<file path="config.mk">
export PLATFORM = sky130hd
export DESIGN_NAME = clc_closed_loop_cfg
export DESIGN_NICKNAME = d
export VERILOG_FILES = /design/src/hdl/clc_pkg.sv /design/src/hdl/clc_rate_decode.sv /design/src/hdl/clc_pulse_divider.sv /design/src/hdl/clc_closed_loop_cfg.sv
export SDC_FILE = /design/constraint.sdc
export NUM_CORES = 1
export LEC_CHECK = 0
export ABC_AREA = 1
export BUFFER_PORTS_ARGS = -buffer_cell sky130_fd_sc_hd__buf_4
export CORE_ASPECT_RATIO = 1.1
export CORE_MARGIN = 2
export CORE_UTILIZATION = 47
export DETAILED_ROUTE_END_ITERATION = 8
export PLACE_DENSITY = 0.72
export SETUP_SLACK_MARGIN = 0.02
export SLEW_MARGIN = 20
export SYNTH_ARGS = -nofsm -noshare
export SYNTH_HDL_FRONTEND = slang
export SYNTH_HIERARCHICAL = 1
export SYNTH_SLANG_ARGS = --single-unit
</file>
<file path="constraint.sdc">
create_clock -name clock -period 1.7 [get_ports clock]
set_input_delay 0.17 -clock clock [delete_from_list [all_inputs] [get_ports clock]]
set_output_delay 0.17 -clock clock [all_outputs]
set_load 0.01 [all_outputs]
</file>
<file path="src/hdl/clc_pkg.sv">
package clc_pkg;

  localparam int ADDR_W = 8;
  localparam int DATA_W = 32;
  localparam int BE_W = 4;
  localparam int RATE_W = 18;
  localparam int KHZ_W = 7;
  localparam int MV_W = 6;

  // register byte addresses
  localparam logic [ADDR_W-1:0] CFG_ADDR = 8'h88;
  localparam logic [ADDR_W-1:0] STATUS_ADDR = 8'hc0;
  localparam logic [ADDR_W-1:0] DECODED_ADDR = 8'hc4;
  localparam logic [DATA_W-1:0] CFG_RESET = 32'h0000_0000;

  // field positions of closed_loop_settings_a
  localparam int ACC_LSB = 25;
  localparam int DEC_SRC_BIT = 24;
  localparam int DEC_LSB = 19;
  localparam int RATE_CODE_W = 5;
  localparam int PWM_FREQ_LSB = 15;
  localparam int PWM_FREQ_W = 4;
  localparam int PWM_MODE_BIT = 14;
  localparam int PHASE_SEL_LSB = 12;
  localparam int PHASE_SEL_W = 2;
  localparam int DIV_LSB = 8;
  localparam int DIV_W = 4;
  localparam int STOP_CFG_BIT = 7;
  localparam int BEMF_THR_LSB = 4;
  localparam int BEMF_THR_W = 3;
  localparam int SURGE_EN_BIT = 3;
  localparam int DEADTIME_EN_BIT = 2;
  localparam int SPEED_BYPASS_BIT = 1;

  // status register layout
  localparam int ST_FIRST_RUN = 0;
  localparam int ST_GATE = 1;
  localparam int ST_PWM_BAD = 2;
  localparam int ST_THR_BAD = 3;
  localparam int ST_SEL_BAD = 4;
  localparam int ST_DEC_VALID = 5;
  localparam int ST_COAST = 6;
  localparam int ST_KHZ_LSB = 8;

  // switching frequency: base plus step per code
  localparam logic [KHZ_W-1:0] PWM_BASE_KHZ = 7'h0a;
  localparam logic [KHZ_W-1:0] PWM_STEP_KHZ = 7'h05;
  localparam logic [PWM_FREQ_W-1:0] PWM_CODE_MAX = 4'ha;

  typedef enum logic [1:0] {
    SEL_BOTH = 2'b00,
    SEL_CLOSED_ONLY = 2'b01,
    SEL_FIRST_RUN = 2'b10,
    SEL_NA = 2'b11
  } clc_phase_sel_t;

  typedef enum logic [1:0] {
    BUS_IDLE = 2'b00,
    BUS_ANSWER = 2'b01
  } clc_bus_state_t;

  // back-emf thresholds in mV for codes 0..5
  localparam logic [MV_W-1:0] THR_MV_0 = 6'h01;
  localparam logic [MV_W-1:0] THR_MV_1 = 6'h02;
  localparam logic [MV_W-1:0] THR_MV_2 = 6'h05;
  localparam logic [MV_W-1:0] THR_MV_3 = 6'h0a;
  localparam logic [MV_W-1:0] THR_MV_4 = 6'h14;
  localparam logic [MV_W-1:0] THR_MV_5 = 6'h1e;
  localparam logic [BEMF_THR_W-1:0] THR_CODE_MAX = 3'h5;

endpackage

</file>
<file path="src/hdl/clc_rate_decode.sv">
`timescale 1ns/1ns
`default_nettype none
// rate in units of 0.5 Hz/s, so code 0 is 1
module clc_rate_decode (
  input wire logic [clc_pkg::RATE_CODE_W-1:0] code,
  output logic [clc_pkg::RATE_W-1:0] rate
);
  import clc_pkg::*;

  always_comb begin
    case (code)
      5'h00: rate = 18'h00001;
      5'h01: rate = 18'h00002;
      5'h02: rate = 18'h00005;
      5'h03: rate = 18'h0000a;
      5'h04: rate = 18'h0000f;
      5'h05: rate = 18'h00014;
      5'h06: rate = 18'h00028;
      5'h07: rate = 18'h00050;
      5'h08: rate = 18'h00078;
      5'h09: rate = 18'h000a0;
      5'h0a: rate = 18'h000c8;
      5'h0b: rate = 18'h00190;
      5'h0c: rate = 18'h00258;
      5'h0d: rate = 18'h00320;
      5'h0e: rate = 18'h003e8;
      5'h0f: rate = 18'h004b0;
      5'h10: rate = 18'h00578;
      5'h11: rate = 18'h00640;
      5'h12: rate = 18'h00708;
      5'h13: rate = 18'h007d0;
      5'h14: rate = 18'h00fa0;
      5'h15: rate = 18'h01f40;
      5'h16: rate = 18'h02ee0;
      5'h17: rate = 18'h03e80;
      5'h18: rate = 18'h04e20;
      5'h19: rate = 18'h09c40;
      5'h1a: rate = 18'h0ea60;
      5'h1b: rate = 18'h13880;
      5'h1c: rate = 18'h186a0;
      5'h1d: rate = 18'h1d4c0;
      default: rate = 18'h222e0;
    endcase
  end

endmodule
`default_nettype wire

</file>
<file path="src/hdl/clc_pulse_divider.sv">
`timescale 1ns/1ns
`default_nettype none
// toggles its output once per divisor input pulses; codes 0 and 1 pass 1:1
module clc_pulse_divider (
  input wire logic clock,
  input wire logic rst_b,
  input wire logic enable,
  input wire logic pulseIn,
  input wire logic [clc_pkg::DIV_W-1:0] divisor,
  output logic pulseOut
);
  import clc_pkg::*;

  typedef struct packed {
    logic [DIV_W-1:0] count;
    logic out;
  } clc_div_state_t;

  clc_div_state_t state_q, state_d;

  always_comb begin
    state_d = state_q;
    if (!enable) begin
      // gated off: restart cleanly so the next burst starts in phase
      state_d.count = '0;
      state_d.out = 1'b0;
    end else if (pulseIn) begin
      if ((state_q.count + 4'h1) >= divisor) begin
        state_d.count = '0;
        state_d.out = ~state_q.out;
      end else begin
        state_d.count = state_q.count + 4'h1;
      end
    end
  end

  always_ff @(posedge clock or negedge rst_b) begin
    if (!rst_b) begin
      state_q <= '0;
    end else begin
      state_q <= state_d;
    end
  end

  assign pulseOut = state_q.out;

endmodule
`default_nettype wire

</file>
<file path="src/hdl/clc_closed_loop_cfg.sv">
`timescale 1ns/1ns
`default_nettype none
module clc_closed_loop_cfg (
  input wire logic clock,
  input wire logic rst_b,
  // avalon-mm slave
  input wire logic [clc_pkg::ADDR_W-1:0] address,
  input wire logic read,
  input wire logic write,
  input wire logic [clc_pkg::DATA_W-1:0] writedata,
  input wire logic [clc_pkg::BE_W-1:0] byteenable,
  output logic [clc_pkg::DATA_W-1:0] readdata,
  output logic waitrequest,
  // control core state
  input wire logic closedLoop,
  input wire logic motorDriven,
  input wire logic wakeUp,
  input wire logic [clc_pkg::MV_W-1:0] bemfMv,
  input wire logic rawSpeedPulse,
  // applied settings
  output logic speedPulseOut,
  output logic [clc_pkg::KHZ_W-1:0] pwmFreqKhz,
  output logic pwmDiscontinuous,
  output logic surgeGuardOn,
  output logic deadTimeCompOn,
  output logic torqueMode,
  output logic [clc_pkg::RATE_W-1:0] decelRate,
  output logic decelRateValid
);
  import clc_pkg::*;

  typedef struct packed {
    clc_bus_state_t bus;
    logic waitReq;
    logic [DATA_W-1:0] readData;
    logic [DATA_W-1:0] cfg;
    logic firstRun;
    logic drivenPrev;
    logic coasting;
    logic gate;
    logic pulse;
    logic [KHZ_W-1:0] khz;
    logic pwmBad;
    logic thrBad;
    logic selBad;
    logic discont;
    logic surge;
    logic deadTime;
    logic torque;
    logic [RATE_W-1:0] rate;
    logic rateValid;
  } clc_state_t;

  clc_state_t state_q, state_d;

  logic [RATE_CODE_W-1:0] decCode;
  logic [RATE_CODE_W-1:0] accCode;
  logic [RATE_W-1:0] decTable;
  logic [RATE_W-1:0] accTable;
  logic dividedPulse;
  logic [PWM_FREQ_W-1:0] pwmCode;
  logic [PHASE_SEL_W-1:0] selCode;
  logic [BEMF_THR_W-1:0] thrCode;
  logic [DIV_W-1:0] divCode;
  logic gateNext;
  logic stopHold;

  function automatic logic addrIs(
    input logic [ADDR_W-1:0] addr,
    input logic [ADDR_W-1:0] target
  );
    addrIs = (addr == target);
  endfunction

  function automatic logic [DATA_W-1:0] mergeBytes(
    input logic [DATA_W-1:0] old,
    input logic [DATA_W-1:0] data,
    input logic [BE_W-1:0] be
  );
    logic [DATA_W-1:0] res;
    res = old;
    for (int i = 0; i < BE_W; i++) begin
      if (be[i]) begin
        res[i*8 +: 8] = data[i*8 +: 8];
      end
    end
    mergeBytes = res;
  endfunction

  // unsupported threshold codes fall back to the highest threshold
  function automatic logic [MV_W-1:0] thrMv(
    input logic [BEMF_THR_W-1:0] code
  );
    case (code)
      3'h0: thrMv = THR_MV_0;
      3'h1: thrMv = THR_MV_1;
      3'h2: thrMv = THR_MV_2;
      3'h3: thrMv = THR_MV_3;
      3'h4: thrMv = THR_MV_4;
      default: thrMv = THR_MV_5;
    endcase
  endfunction

  assign decCode = state_q.cfg[DEC_LSB +: RATE_CODE_W];
  assign accCode = state_q.cfg[ACC_LSB +: RATE_CODE_W];
  assign pwmCode = state_q.cfg[PWM_FREQ_LSB +: PWM_FREQ_W];
  assign selCode = state_q.cfg[PHASE_SEL_LSB +: PHASE_SEL_W];
  assign thrCode = state_q.cfg[BEMF_THR_LSB +: BEMF_THR_W];
  assign divCode = state_q.cfg[DIV_LSB +: DIV_W];

  clc_rate_decode u_dec_table (
    .code(decCode),
    .rate(decTable)
  );

  // same table shape serves the accel field for the alternate source
  clc_rate_decode u_acc_table (
    .code(accCode),
    .rate(accTable)
  );

  clc_pulse_divider u_divider (
    .clock(clock),
    .rst_b(rst_b),
    .enable(state_q.gate),
    .pulseIn(rawSpeedPulse),
    .divisor(divCode),
    .pulseOut(dividedPulse)
  );

  // loop-phase part of the speed pulse gate
  always_comb begin
    case (clc_phase_sel_t'(selCode))
      SEL_BOTH: gateNext = 1'b1;
      SEL_CLOSED_ONLY: gateNext = closedLoop;
      SEL_FIRST_RUN: gateNext = closedLoop || state_q.firstRun;
      default: gateNext = 1'b0;
    endcase
  end

  // stop part: either while driven, or through the coast down
  always_comb begin
    if (state_q.cfg[STOP_CFG_BIT]) begin
      stopHold = motorDriven || state_q.coasting;
    end else begin
      stopHold = motorDriven;
    end
  end

  always_comb begin
    state_d = state_q;

    // bus: one wait state, then the answer stands for one cycle
    case (state_q.bus)
      BUS_IDLE: begin
        state_d.waitReq = 1'b1;
        if (read || write) begin
          state_d.bus = BUS_ANSWER;
          state_d.waitReq = 1'b0;
          state_d.readData = '0;
          if (read) begin
            if (addrIs(address, CFG_ADDR)) begin
              state_d.readData = state_q.cfg;
            end else if (addrIs(address, STATUS_ADDR)) begin
              state_d.readData[ST_FIRST_RUN] = state_q.firstRun;
              state_d.readData[ST_GATE] = state_q.gate;
              state_d.readData[ST_PWM_BAD] = state_q.pwmBad;
              state_d.readData[ST_THR_BAD] = state_q.thrBad;
              state_d.readData[ST_SEL_BAD] = state_q.selBad;
              state_d.readData[ST_DEC_VALID] = state_q.rateValid;
              state_d.readData[ST_COAST] = state_q.coasting;
              state_d.readData[ST_KHZ_LSB +: KHZ_W] = state_q.khz;
            end else if (addrIs(address, DECODED_ADDR)) begin
              state_d.readData[RATE_W-1:0] = state_q.rate;
            end
          end
        end
      end
      BUS_ANSWER: begin
        state_d.bus = BUS_IDLE;
        state_d.waitReq = 1'b1;
        // the write lands on the edge where waitrequest is seen low
        if (write && addrIs(address, CFG_ADDR)) begin
          state_d.cfg = mergeBytes(state_q.cfg, writedata, byteenable);
        end
      end
      default: begin
        state_d.bus = BUS_IDLE;
        state_d.waitReq = 1'b1;
      end
    endcase

    // switching frequency; reserved codes keep the last good setting
    if (pwmCode <= PWM_CODE_MAX) begin
      state_d.khz = KHZ_W'(PWM_BASE_KHZ + pwmCode * PWM_STEP_KHZ);
      state_d.pwmBad = 1'b0;
    end else begin
      state_d.pwmBad = 1'b1;
    end

    state_d.discont = state_q.cfg[PWM_MODE_BIT];
    state_d.surge = state_q.cfg[SURGE_EN_BIT];
    state_d.deadTime = state_q.cfg[DEADTIME_EN_BIT];
    state_d.torque = state_q.cfg[SPEED_BYPASS_BIT];
    state_d.thrBad = (thrCode > THR_CODE_MAX);
    state_d.selBad = (clc_phase_sel_t'(selCode) == SEL_NA);

    // decel rate: surge guard owns deceleration while it is on
    if (state_q.cfg[SURGE_EN_BIT]) begin
      state_d.rate = '0;
      state_d.rateValid = 1'b0;
    end else if (state_q.cfg[DEC_SRC_BIT]) begin
      state_d.rate = accTable;
      state_d.rateValid = 1'b1;
    end else begin
      state_d.rate = decTable;
      state_d.rateValid = 1'b1;
    end

    // first run after power-up or wake-up ends when driving stops
    state_d.drivenPrev = motorDriven;
    if (wakeUp) begin
      state_d.firstRun = 1'b1;
    end else if (state_q.drivenPrev && !motorDriven) begin
      state_d.firstRun = 1'b0;
    end

    // coasting holds the pulse after drive ends until bemf is low
    if (motorDriven) begin
      state_d.coasting = 1'b1;
    end else if (bemfMv < thrMv(thrCode)) begin
      state_d.coasting = 1'b0;
    end

    state_d.gate = gateNext && stopHold;
    state_d.pulse = dividedPulse;
  end

  always_ff @(posedge clock or negedge rst_b) begin
    if (!rst_b) begin
      state_q.bus <= BUS_IDLE;
      state_q.waitReq <= 1'b1;
      state_q.readData <= '0;
      state_q.cfg <= CFG_RESET;
      state_q.firstRun <= 1'b1;
      state_q.drivenPrev <= 1'b0;
      state_q.coasting <= 1'b0;
      state_q.gate <= 1'b0;
      state_q.pulse <= 1'b0;
      state_q.khz <= PWM_BASE_KHZ;
      state_q.pwmBad <= 1'b0;
      state_q.thrBad <= 1'b0;
      state_q.selBad <= 1'b0;
      state_q.discont <= 1'b0;
      state_q.surge <= 1'b0;
      state_q.deadTime <= 1'b0;
      state_q.torque <= 1'b0;
      state_q.rate <= '0;
      state_q.rateValid <= 1'b0;
    end else begin
      state_q <= state_d;
    end
  end

  assign readdata = state_q.readData;
  assign waitrequest = state_q.waitReq;
  assign speedPulseOut = state_q.pulse;
  assign pwmFreqKhz = state_q.khz;
  assign pwmDiscontinuous = state_q.discont;
  assign surgeGuardOn = state_q.surge;
  assign deadTimeCompOn = state_q.deadTime;
  assign torqueMode = state_q.torque;
  assign decelRate = state_q.rate;
  assign decelRateValid = state_q.rateValid;

endmodule
`default_nettype wire

</file>
==> metrics list, run 1 <==
- Leaving out fill and tap cells, the most frequent cell in the layout is nand2_1.
- Yosys synthesis warning count: 6
* Shortest clock period the worst path allows after layout: around 1.6 ns
- Critical path class: flip-flop to flip-flop
- After detailed routing, the number of remaining DRC violations is 0.
- Counting cells, the worst reg-to-reg path comes to 8.
- The synthesized design contains 0 enable-type register cells.
- At the worst endpoint, the required time is 1.96 ns.
- In this run the worst hold path is classified as input pin to flip-flop.
- Share of cells above drive strength 1: ~24%
- Via-per-instance ratio: 4.94
* Flip-flop cell with the highest count after synthesis: dfrtp_1
* P_leak: between 4 and 5 nW
* First-pass GRT wire length: about 26,000 um
* Vias in the first global route: ~5.3k
- The top cell types in the final layout, fill and taps aside, are nand2_1, buf_4, dfrtp_1.
- Entering global routing, the biggest net connects 37 pins.
* Number of violations reported at the end of detailed-routing iteration 0: 325
* Input/output buffers: between 100 and 150
- When the netlist entered floorplanning its net count stood at ~950.
- Number of instances in the synthesized netlist: 860
- In the final timing run, aggregate negative setup slack is 0 ns.
- After floorplanning, the core was sized to cover between 0.01 and 0.015 mm^2.
- Clk slew on worst S/H paths: roughly 0.070 ns
- Master of the slowest instance on the critical path: dfrtp_2
* Critical path data arrival time: about 1.9 ns
- CP bufs+invs: 0
* Final net count: 1,035
- WP depth: 8
- Total via count in the routed design: around 5.6k
- The number of pins with negative max-slew slack in the final report came to 0.
- Die Ht: 127 um
* Cell mode on critical path: nand2_1
* Delay of the slowest critical-path stage: 0.45 ns
- Average instance area after synthesis: 7.55 um^2
- Final hold analysis gives a worst-case slack of between 0.05 and 0.06 ns.
- Layout-stage area growth over the synthesis result: 20.1%
- Die Outline Area: ~0.015 mm^2
- Across the VDD grid, the largest voltage drop is about 0.46 mV.
- Number of antenna violations at the first check in global routing: 0
- Post-Layout Inst Area: a little under 0.008 mm^2
- Count of fill cells added during filler insertion: 1,325
- Yosys mapped the design onto 41 distinct sky130hd cell types.
- Measured along the x axis, the die boundary spans between 100 and 150 um.
- The total overflow left after global routing is 0.
* Buffer cell driving the clock tree root: clkbuf_16
- At the pin with the least slew margin, the transition time is slightly above 0.5 ns.
- Maximum achievable frequency: around 610 MHz
- Detailed-route wire length per cell: around 15 um
- The run finished with clean final reports.
- FF+latch count, synth: between 100 and 150
- Cell count of the worst hold path: 3
- For this configuration, the core starts out at a cell density of 47.5%.
- For this design the ratio of total power to cell area is 684 mW/mm^2.
- Area occupied by multi-input gates: around 0.0028 mm^2
* Worst slew margin: between 60% and 70%
* Part of the cycle the worst path needs: a little over nine tenths
* H-Tree Level Count: 3
- In the synthesized netlist the async set-or-reset flop fraction comes to 100%.
- Critical path launch point type: flip-flop
- Number of sinks handled by clock tree synthesis: around 110
* Placed wire-length estimate after detailed placement: about 13,000 um
- Number of nets still failing antenna checks after routing: 0
* Antenna fix cells: 0
* Clk_skew: 0.00503 ns
- Top-Level Pins: 122
- Total routing resource utilization after global routing: a little under a quarter
- The clock reaches the later pin of the worst-skew pair after roughly 0.36 ns.
- Of the synthesized area, sequential elements account for 42.1%.
* Fraction of the core area covered by cells at the end of the flow: between 50% and 60%
- Placed cell area: 0.00732 mm^2
* MaxCap Viol Count: 0
* Maximum count of clock buffers along a single path: 2
- In this run the worst path has a maximum fanout of 6.
* Routed Wire Length: around 17,000 um
- Row Count: 45
- Setup repair after global routing could not meet its margin everywhere.
* TritonRoute pass-1 iters: 5
* Netlist area before placement: between 0.006 and 0.007 mm^2
* Number of buffers created by CTS: 9
- Among cell families on the critical path, the largest total delay comes from simple AND/OR/NAND/NOR gates.
- TritonCTS clock tree: done
- Final setup violation count: 0
- The congestion estimate from routability-driven global placement came to ~0.9.
- Register area: 0.00274 mm^2
- Critical path cell sequence: nand3_2 > nand2_1 > and2_4 > ha_4 > nand2_1 > nor3b_2 > nand2_2 > o21ai_0
* Final Hold Violating Endpoints: 0
- STA classifies the critical path endpoint as a flip-flop.
worst register-to-register path, stage by stage, from the launching register on:
cell     delay [ns]
dfrtp_2        0.45
nand3_2        0.08
nand2_1        0.06
and2_4         0.16
ha_4           0.23
nand2_1        0.05
nor3b_2        0.17
nand2_2        0.12
o21ai_0        0.22
area by class of cell:
cell class / instances / area share (%)
Inverter: 111 / 5.37
Clock inverter: 4 / 0.610
Timing Repair Buffer: 165 / 16.6
Tap cell: 188 / 3.02
Clock buffer: 12 / 3.16
Multi-Input combinational cell: 553 / 36.2
Sequential cell: 109 / 35.1
metrics by stage:
step / setup slack (ns) / power [mW] / instances
after floorplan: 0.0353 / 2.97 / 860
after global placement: 0.0451 / 3.24 / 1116
after detailed placement: -0.0327 / 3.24 / 1116
after CTS: 0.0206 / 5.36 / 1136
after global routing: -0.0524 / 5.52 / 1142
final: 0.0580 / 5.34 / 1142
worst paths after layout:
path,startpoint,end,slack (ns)
min,writedata[3],state_d[21]$_DFFE_PN0P_,0.06
max reg2reg,u_divider/state_q[2]$_DFFE_PN0P_,u_divider/state_q[3]$_DFFE_PN0P_,0.06
min reg2reg,state_d[20]$_DFFE_PN0P_,deadTimeCompOn$_DFF_PN0_,0.42
max in group asynchronous,rst_b,pwmFreqKhz[1]$_DFFE_PN1N_,0.79
min in group asynchronous,rst_b,state_q[42]$_DFFE_PN0P_,0.33
max,u_divider/state_q[2]$_DFFE_PN0P_,u_divider/state_q[3]$_DFFE_PN0P_,0.06
sequential cells by signal (all words and copies together), names as in the netlist, 2 cells and up:
name               cells
decelRate             18
pwmFreqKhz             7
u_divider/state_q      4
state_d                4
decCode                5
state_q               16
pwmCode                4
readdata              32
accCode                5
selCode                2
divCode                4
kinds of logic (layout without fill, tap and decap cells):
kind of cell	after synthesis	count (layout)	synth area share, %
simple gates	410	410	26.8
compound gates	112	112	9.26
xor+xnor	3	3	0.405
flops	109	109	42.1
buf+inv	198	292	16.0
fa+ha+maj	28	28	5.51
power breakdown:
group          switching (mW)  internal [mW]
Clock                   0.946           1.18
Combinational           0.291          0.230
Sequential             0.0470           2.64
Total                    1.28           4.05
Yosys cell counts, drive strengths merged (3+ instances only):
| cell | count | area share, % |
|---|---|---|
| buf | 78 | 9.0 |
| nor2 | 82 | 5.3 |
| o21ai | 72 | 5.5 |
| dfstp | 4 | 1.6 |
| or2 | 5 | 0.48 |
| inv | 110 | 6.4 |
| clkbuf | 9 | 0.52 |
| nand2 | 242 | 14 |
| nor3 | 3 | 0.23 |
| o211ai | 6 | 0.69 |
| nand3 | 74 | 5.9 |
| a21oi | 24 | 1.8 |
| ha | 27 | 5.2 |
| dfrtp | 105 | 40 |
routing by layer:
metal,routed length (um),part of all wire [%],GRT usage [%],vias to the layer above
li1,-,-,-,2804
met5,0,0,0,-
met4,268,1.6,7.63,0
met3,669,3.9,3.18,20
met2,8670,51,39.6,150
met1,7400,44,30.6,2669
timing repair:
item	CTS	global route
endpoints found under the hold margin	33	0
hold buffers	3	0
gates resized for setup	2	24
pin swaps	1	9
endpoints found under the setup margin	5	10
setup buffers	1	6
Power figures use the tool's default switching activity.
==> run 2, diff against run 1 <==
- CORE_UTILIZATION: 47 -> 40
- PLACE_DENSITY: 0.72 -> 0.65
- SLEW_MARGIN: 20 -> 10
==> metrics list, run 2 (same netlist as run 1, synthesis figures left out) <==
* Outcome: finished clean
* Number of buffers created by CTS: 9 (unchanged)
* Via-per-instance ratio: 4.80 (-2.8%)
- Clk slew on worst S/H paths: 0.08 ns (about the same)
- Number of nets still failing antenna checks after routing: 0 (unchanged)
* Placed wire-length estimate after detailed placement: 13,200 um (+2.2%)
* Buffer cell driving the clock tree root: clkbuf_16
- TritonCTS built the clock tree.
- Part of the power in registers: 51.3% (+0.9 points)
* Input/output buffers: 121 (unchanged)
- Die Ht: 138 um (+8.1%)
- The total I/O pin count was 122 (unchanged).
- Detailed-route wire length per cell: 14.7 um (-1.3%)
* Largest net degree at the start of global routing: 50 (+35%)
- Layout-stage area growth over the synthesis result: 21.6%
* Worst-Skew Late Latency: 0.36 ns (about the same)
- The largest clock skew in the final design is 0.0101 ns (+0.00506 ns).
- Count of fill cells added during filler insertion: 1,597 (+21%)
* TritonRoute pass-1 iters: 4 (-1)
* Max reg flops: 32 (unchanged)
- The maximum level of the CTS H-tree came to 3 (unchanged).
- The worst register-to-register path begins at pwmCode[2]$_DFFE_PN0P_.
- Overall overflow remaining after global route: 0 (unchanged)
- DRC violation count after routing: 0 (unchanged)
- The count of non-filler cells in the finished layout was 1,167 (+2.2%).
- The maximum buffer depth of the clock tree came to 2 (unchanged).
- Share of cells above drive strength 1: 25.6% (+1.6 points)
- Switching share of power: 25.1% (+1.1 points)
- The worst endpoint required time is 1.94 ns (-0.02 ns).
* Worst Setup EP: pwmFreqKhz[4]$_DFFE_PN0N_
- Total net switching power: 1.32 mW (+2.6%)
* MaxCap Viol Count: 0 (unchanged)
- Tightest Hold Check Type: input pin to flip-flop
- The max-slew headroom at the worst pin is 67.0% (+0.61 points).
- Unrepaired setup endpoints after global routing: true
* Starting density of the core: 41.1% (-6.4 points)
- The total routing resource utilization after global routing came to 20.3% (-3.0 points).
- The global placer's final weighted congestion is 0.912 (+0.99%).
- The path depth of the worst reg2reg path came to 7 (-1).
- The setup slack on the worst flop-to-flop path was 0.05 ns (about the same).
- The worst setup path is of the flip-flop to flip-flop kind.
* Die W: 126 um (+8.1%)
* Die Outline Area: 0.0173 mm^2 (+17%)
- P_leak: 4.29 nW (+0.83%)
- Vias in the first global route: 5,339 (+1.1%)
* Critical path data arrival time: 1.89 ns (about the same)
- The top cell types in the final layout, fill and taps aside, are nand2_1, buf_4, dfrtp_1.
- The finished layout cell area came to 0.00790 mm^2 (+1.3%).
- Maximum achievable frequency: 606 MHz (-0.49%)
- Placed cell area: 0.00743 mm^2 (+1.5%)
- Maximum net fanout on the critical path: 2 (-4)
- Crit path from: pwmCode[2]$_DFFE_PN0P_
- The power density over the cells came to 663 mW/mm^2 (-3.1%).
* Final setup violation count: 0 (unchanged)
* Final Max Tran Viols: 0 (unchanged)
- The starting DRC count in detailed routing was 345 (+6.2%).
- The final worst-path cycle share came to 97.1% (+0.48 points).
- Row Count: 48 (+6.7%)
- The net total in the final layout is 1,048 (+1.3%).
- The maximum VDD drop was 0.521 mV (+13%).
- The worst setup path is captured at a flip-flop.
- The library cell used most frequently in the layout, excluding fill and tap cells, is nand2_1.
* Total via count in the routed design: 5,604 (-0.69%)
- The clock network power share was 38.7% (-1.1 points).
* Shortest clock period the worst path allows after layout: 1.65 ns (+0.00810 ns)
* Combinational fraction of design power: 10.0% (+0.2 points)
* Placeable core region: 0.0158 mm^2 (+15%)
- First-pass GRT wire length: 27,300 um (+3.6%)
* Number of antenna violations at the first check in global routing: 0 (unchanged)
* Fraction of the core area covered by cells at the end of the flow: 50.0% (-7.0 points)
- The sink count of the clock tree is 109 (unchanged).
* Critical path launch point type: flip-flop
- The internal power contribution is 3.92 mW (-3.2%).
- End of the worst register-to-register path: pwmFreqKhz[4]$_DFFE_PN0N_
- Actual transition at the worst max-transition pin: 0.492 ns (-0.0123 ns)
- The cell count after placement was 1,142 (+2.3%).
- Routed Wire Length: 17,200 um (+0.90%)
- The count of antenna diodes in the layout is 0 (unchanged).
- The count of final hold-check violations came to 0 (unchanged).
## run 2: worst min-delay path by stage
stage,startpoint,end,slack (ns),cells after the start
2_1_floorplan,rst_b,accCode[0]$_DFFE_PN0P_,-0.13,0
3_3_place_gp,rst_b,state_q[42]$_DFFE_PN0P_,0.04,1
3_5_place_dp,rst_b,state_q[42]$_DFFE_PN0P_,0.04,1
4_1_cts,writedata[3],state_d[21]$_DFFE_PN0P_,0.04,3
5_1_grt,writedata[20],decCode[1]$_DFFE_PN0P_,0.07,3
6_report,writedata[3],state_d[21]$_DFFE_PN0P_,0.05,3
## run 2: layout make-up
cell class	instances	area [um^2]	share of cell area [%]
timing repair buffer	178	1380	17.5
sequential	109	2740	34.7
inverter	111	419	5.30
clock inverter	4	31.3	0.396
tap	200	250	3.17
multi-input combinational	553	2830	35.9
clock buffer	12	246	3.12
## run 2: timing repair
action / CTS / global route
hold endpoints to repair: 107 / 0
setup buffers: 0 / 6
pin swaps: 1 / 7
endpoints found under the setup margin: 6 / 19
resized for setup: 6 / 28
hold buffers: 3 / 0
## run 2: per-stage QoR
step | setup TNS [ns] | setup slack [ns] | total power, mW | hold slack, ns
6_report | 0 | 0.0499 | 5.24 | 0.0471
3_5_place_dp | -0.118 | -0.0514 | 3.25 | 0.0449
5_1_grt | -0.0113 | -0.00953 | 5.46 | 0.0695
4_1_cts | 0 | 0.0217 | 5.30 | 0.0419
2_1_floorplan | 0 | 0.0353 | 2.97 | -0.126
3_3_place_gp | 0 | 0.0472 | 3.25 | 0.0412
## run 2: power groups by stage
stage,Combinational (mW),Clock (mW),Sequential [mW]
floorplan,0.244,0,2.72
global placement,0.511,0,2.74
detailed placement,0.514,0,2.74
CTS,0.525,2.09,2.69
global route,0.590,2.18,2.69
finish,0.524,2.03,2.69
## run 2: critical path, stage by stage, from the launching register on
cell	delay, ns
dfrtp_1	0.36
ha_2	0.17
inv_2	0.04
fa_2	0.52
inv_2	0.05
ha_4	0.15
xnor2_1	0.13
o21ai_0	0.10
## run 2: per-layer routing
| layer | up-vias | part of all wire, % | GRT usage (%) |
|---|---|---|---|
| li1 | 2835 | - | - |
| met1 | 2641 | 43 | 26.2 |
| met2 | 108 | 51 | 35.2 |
| met3 | 20 | 3.8 | 2.02 |
| met4 | 0 | 2.1 | 7.78 |
| met5 | - | 0 | 0 |
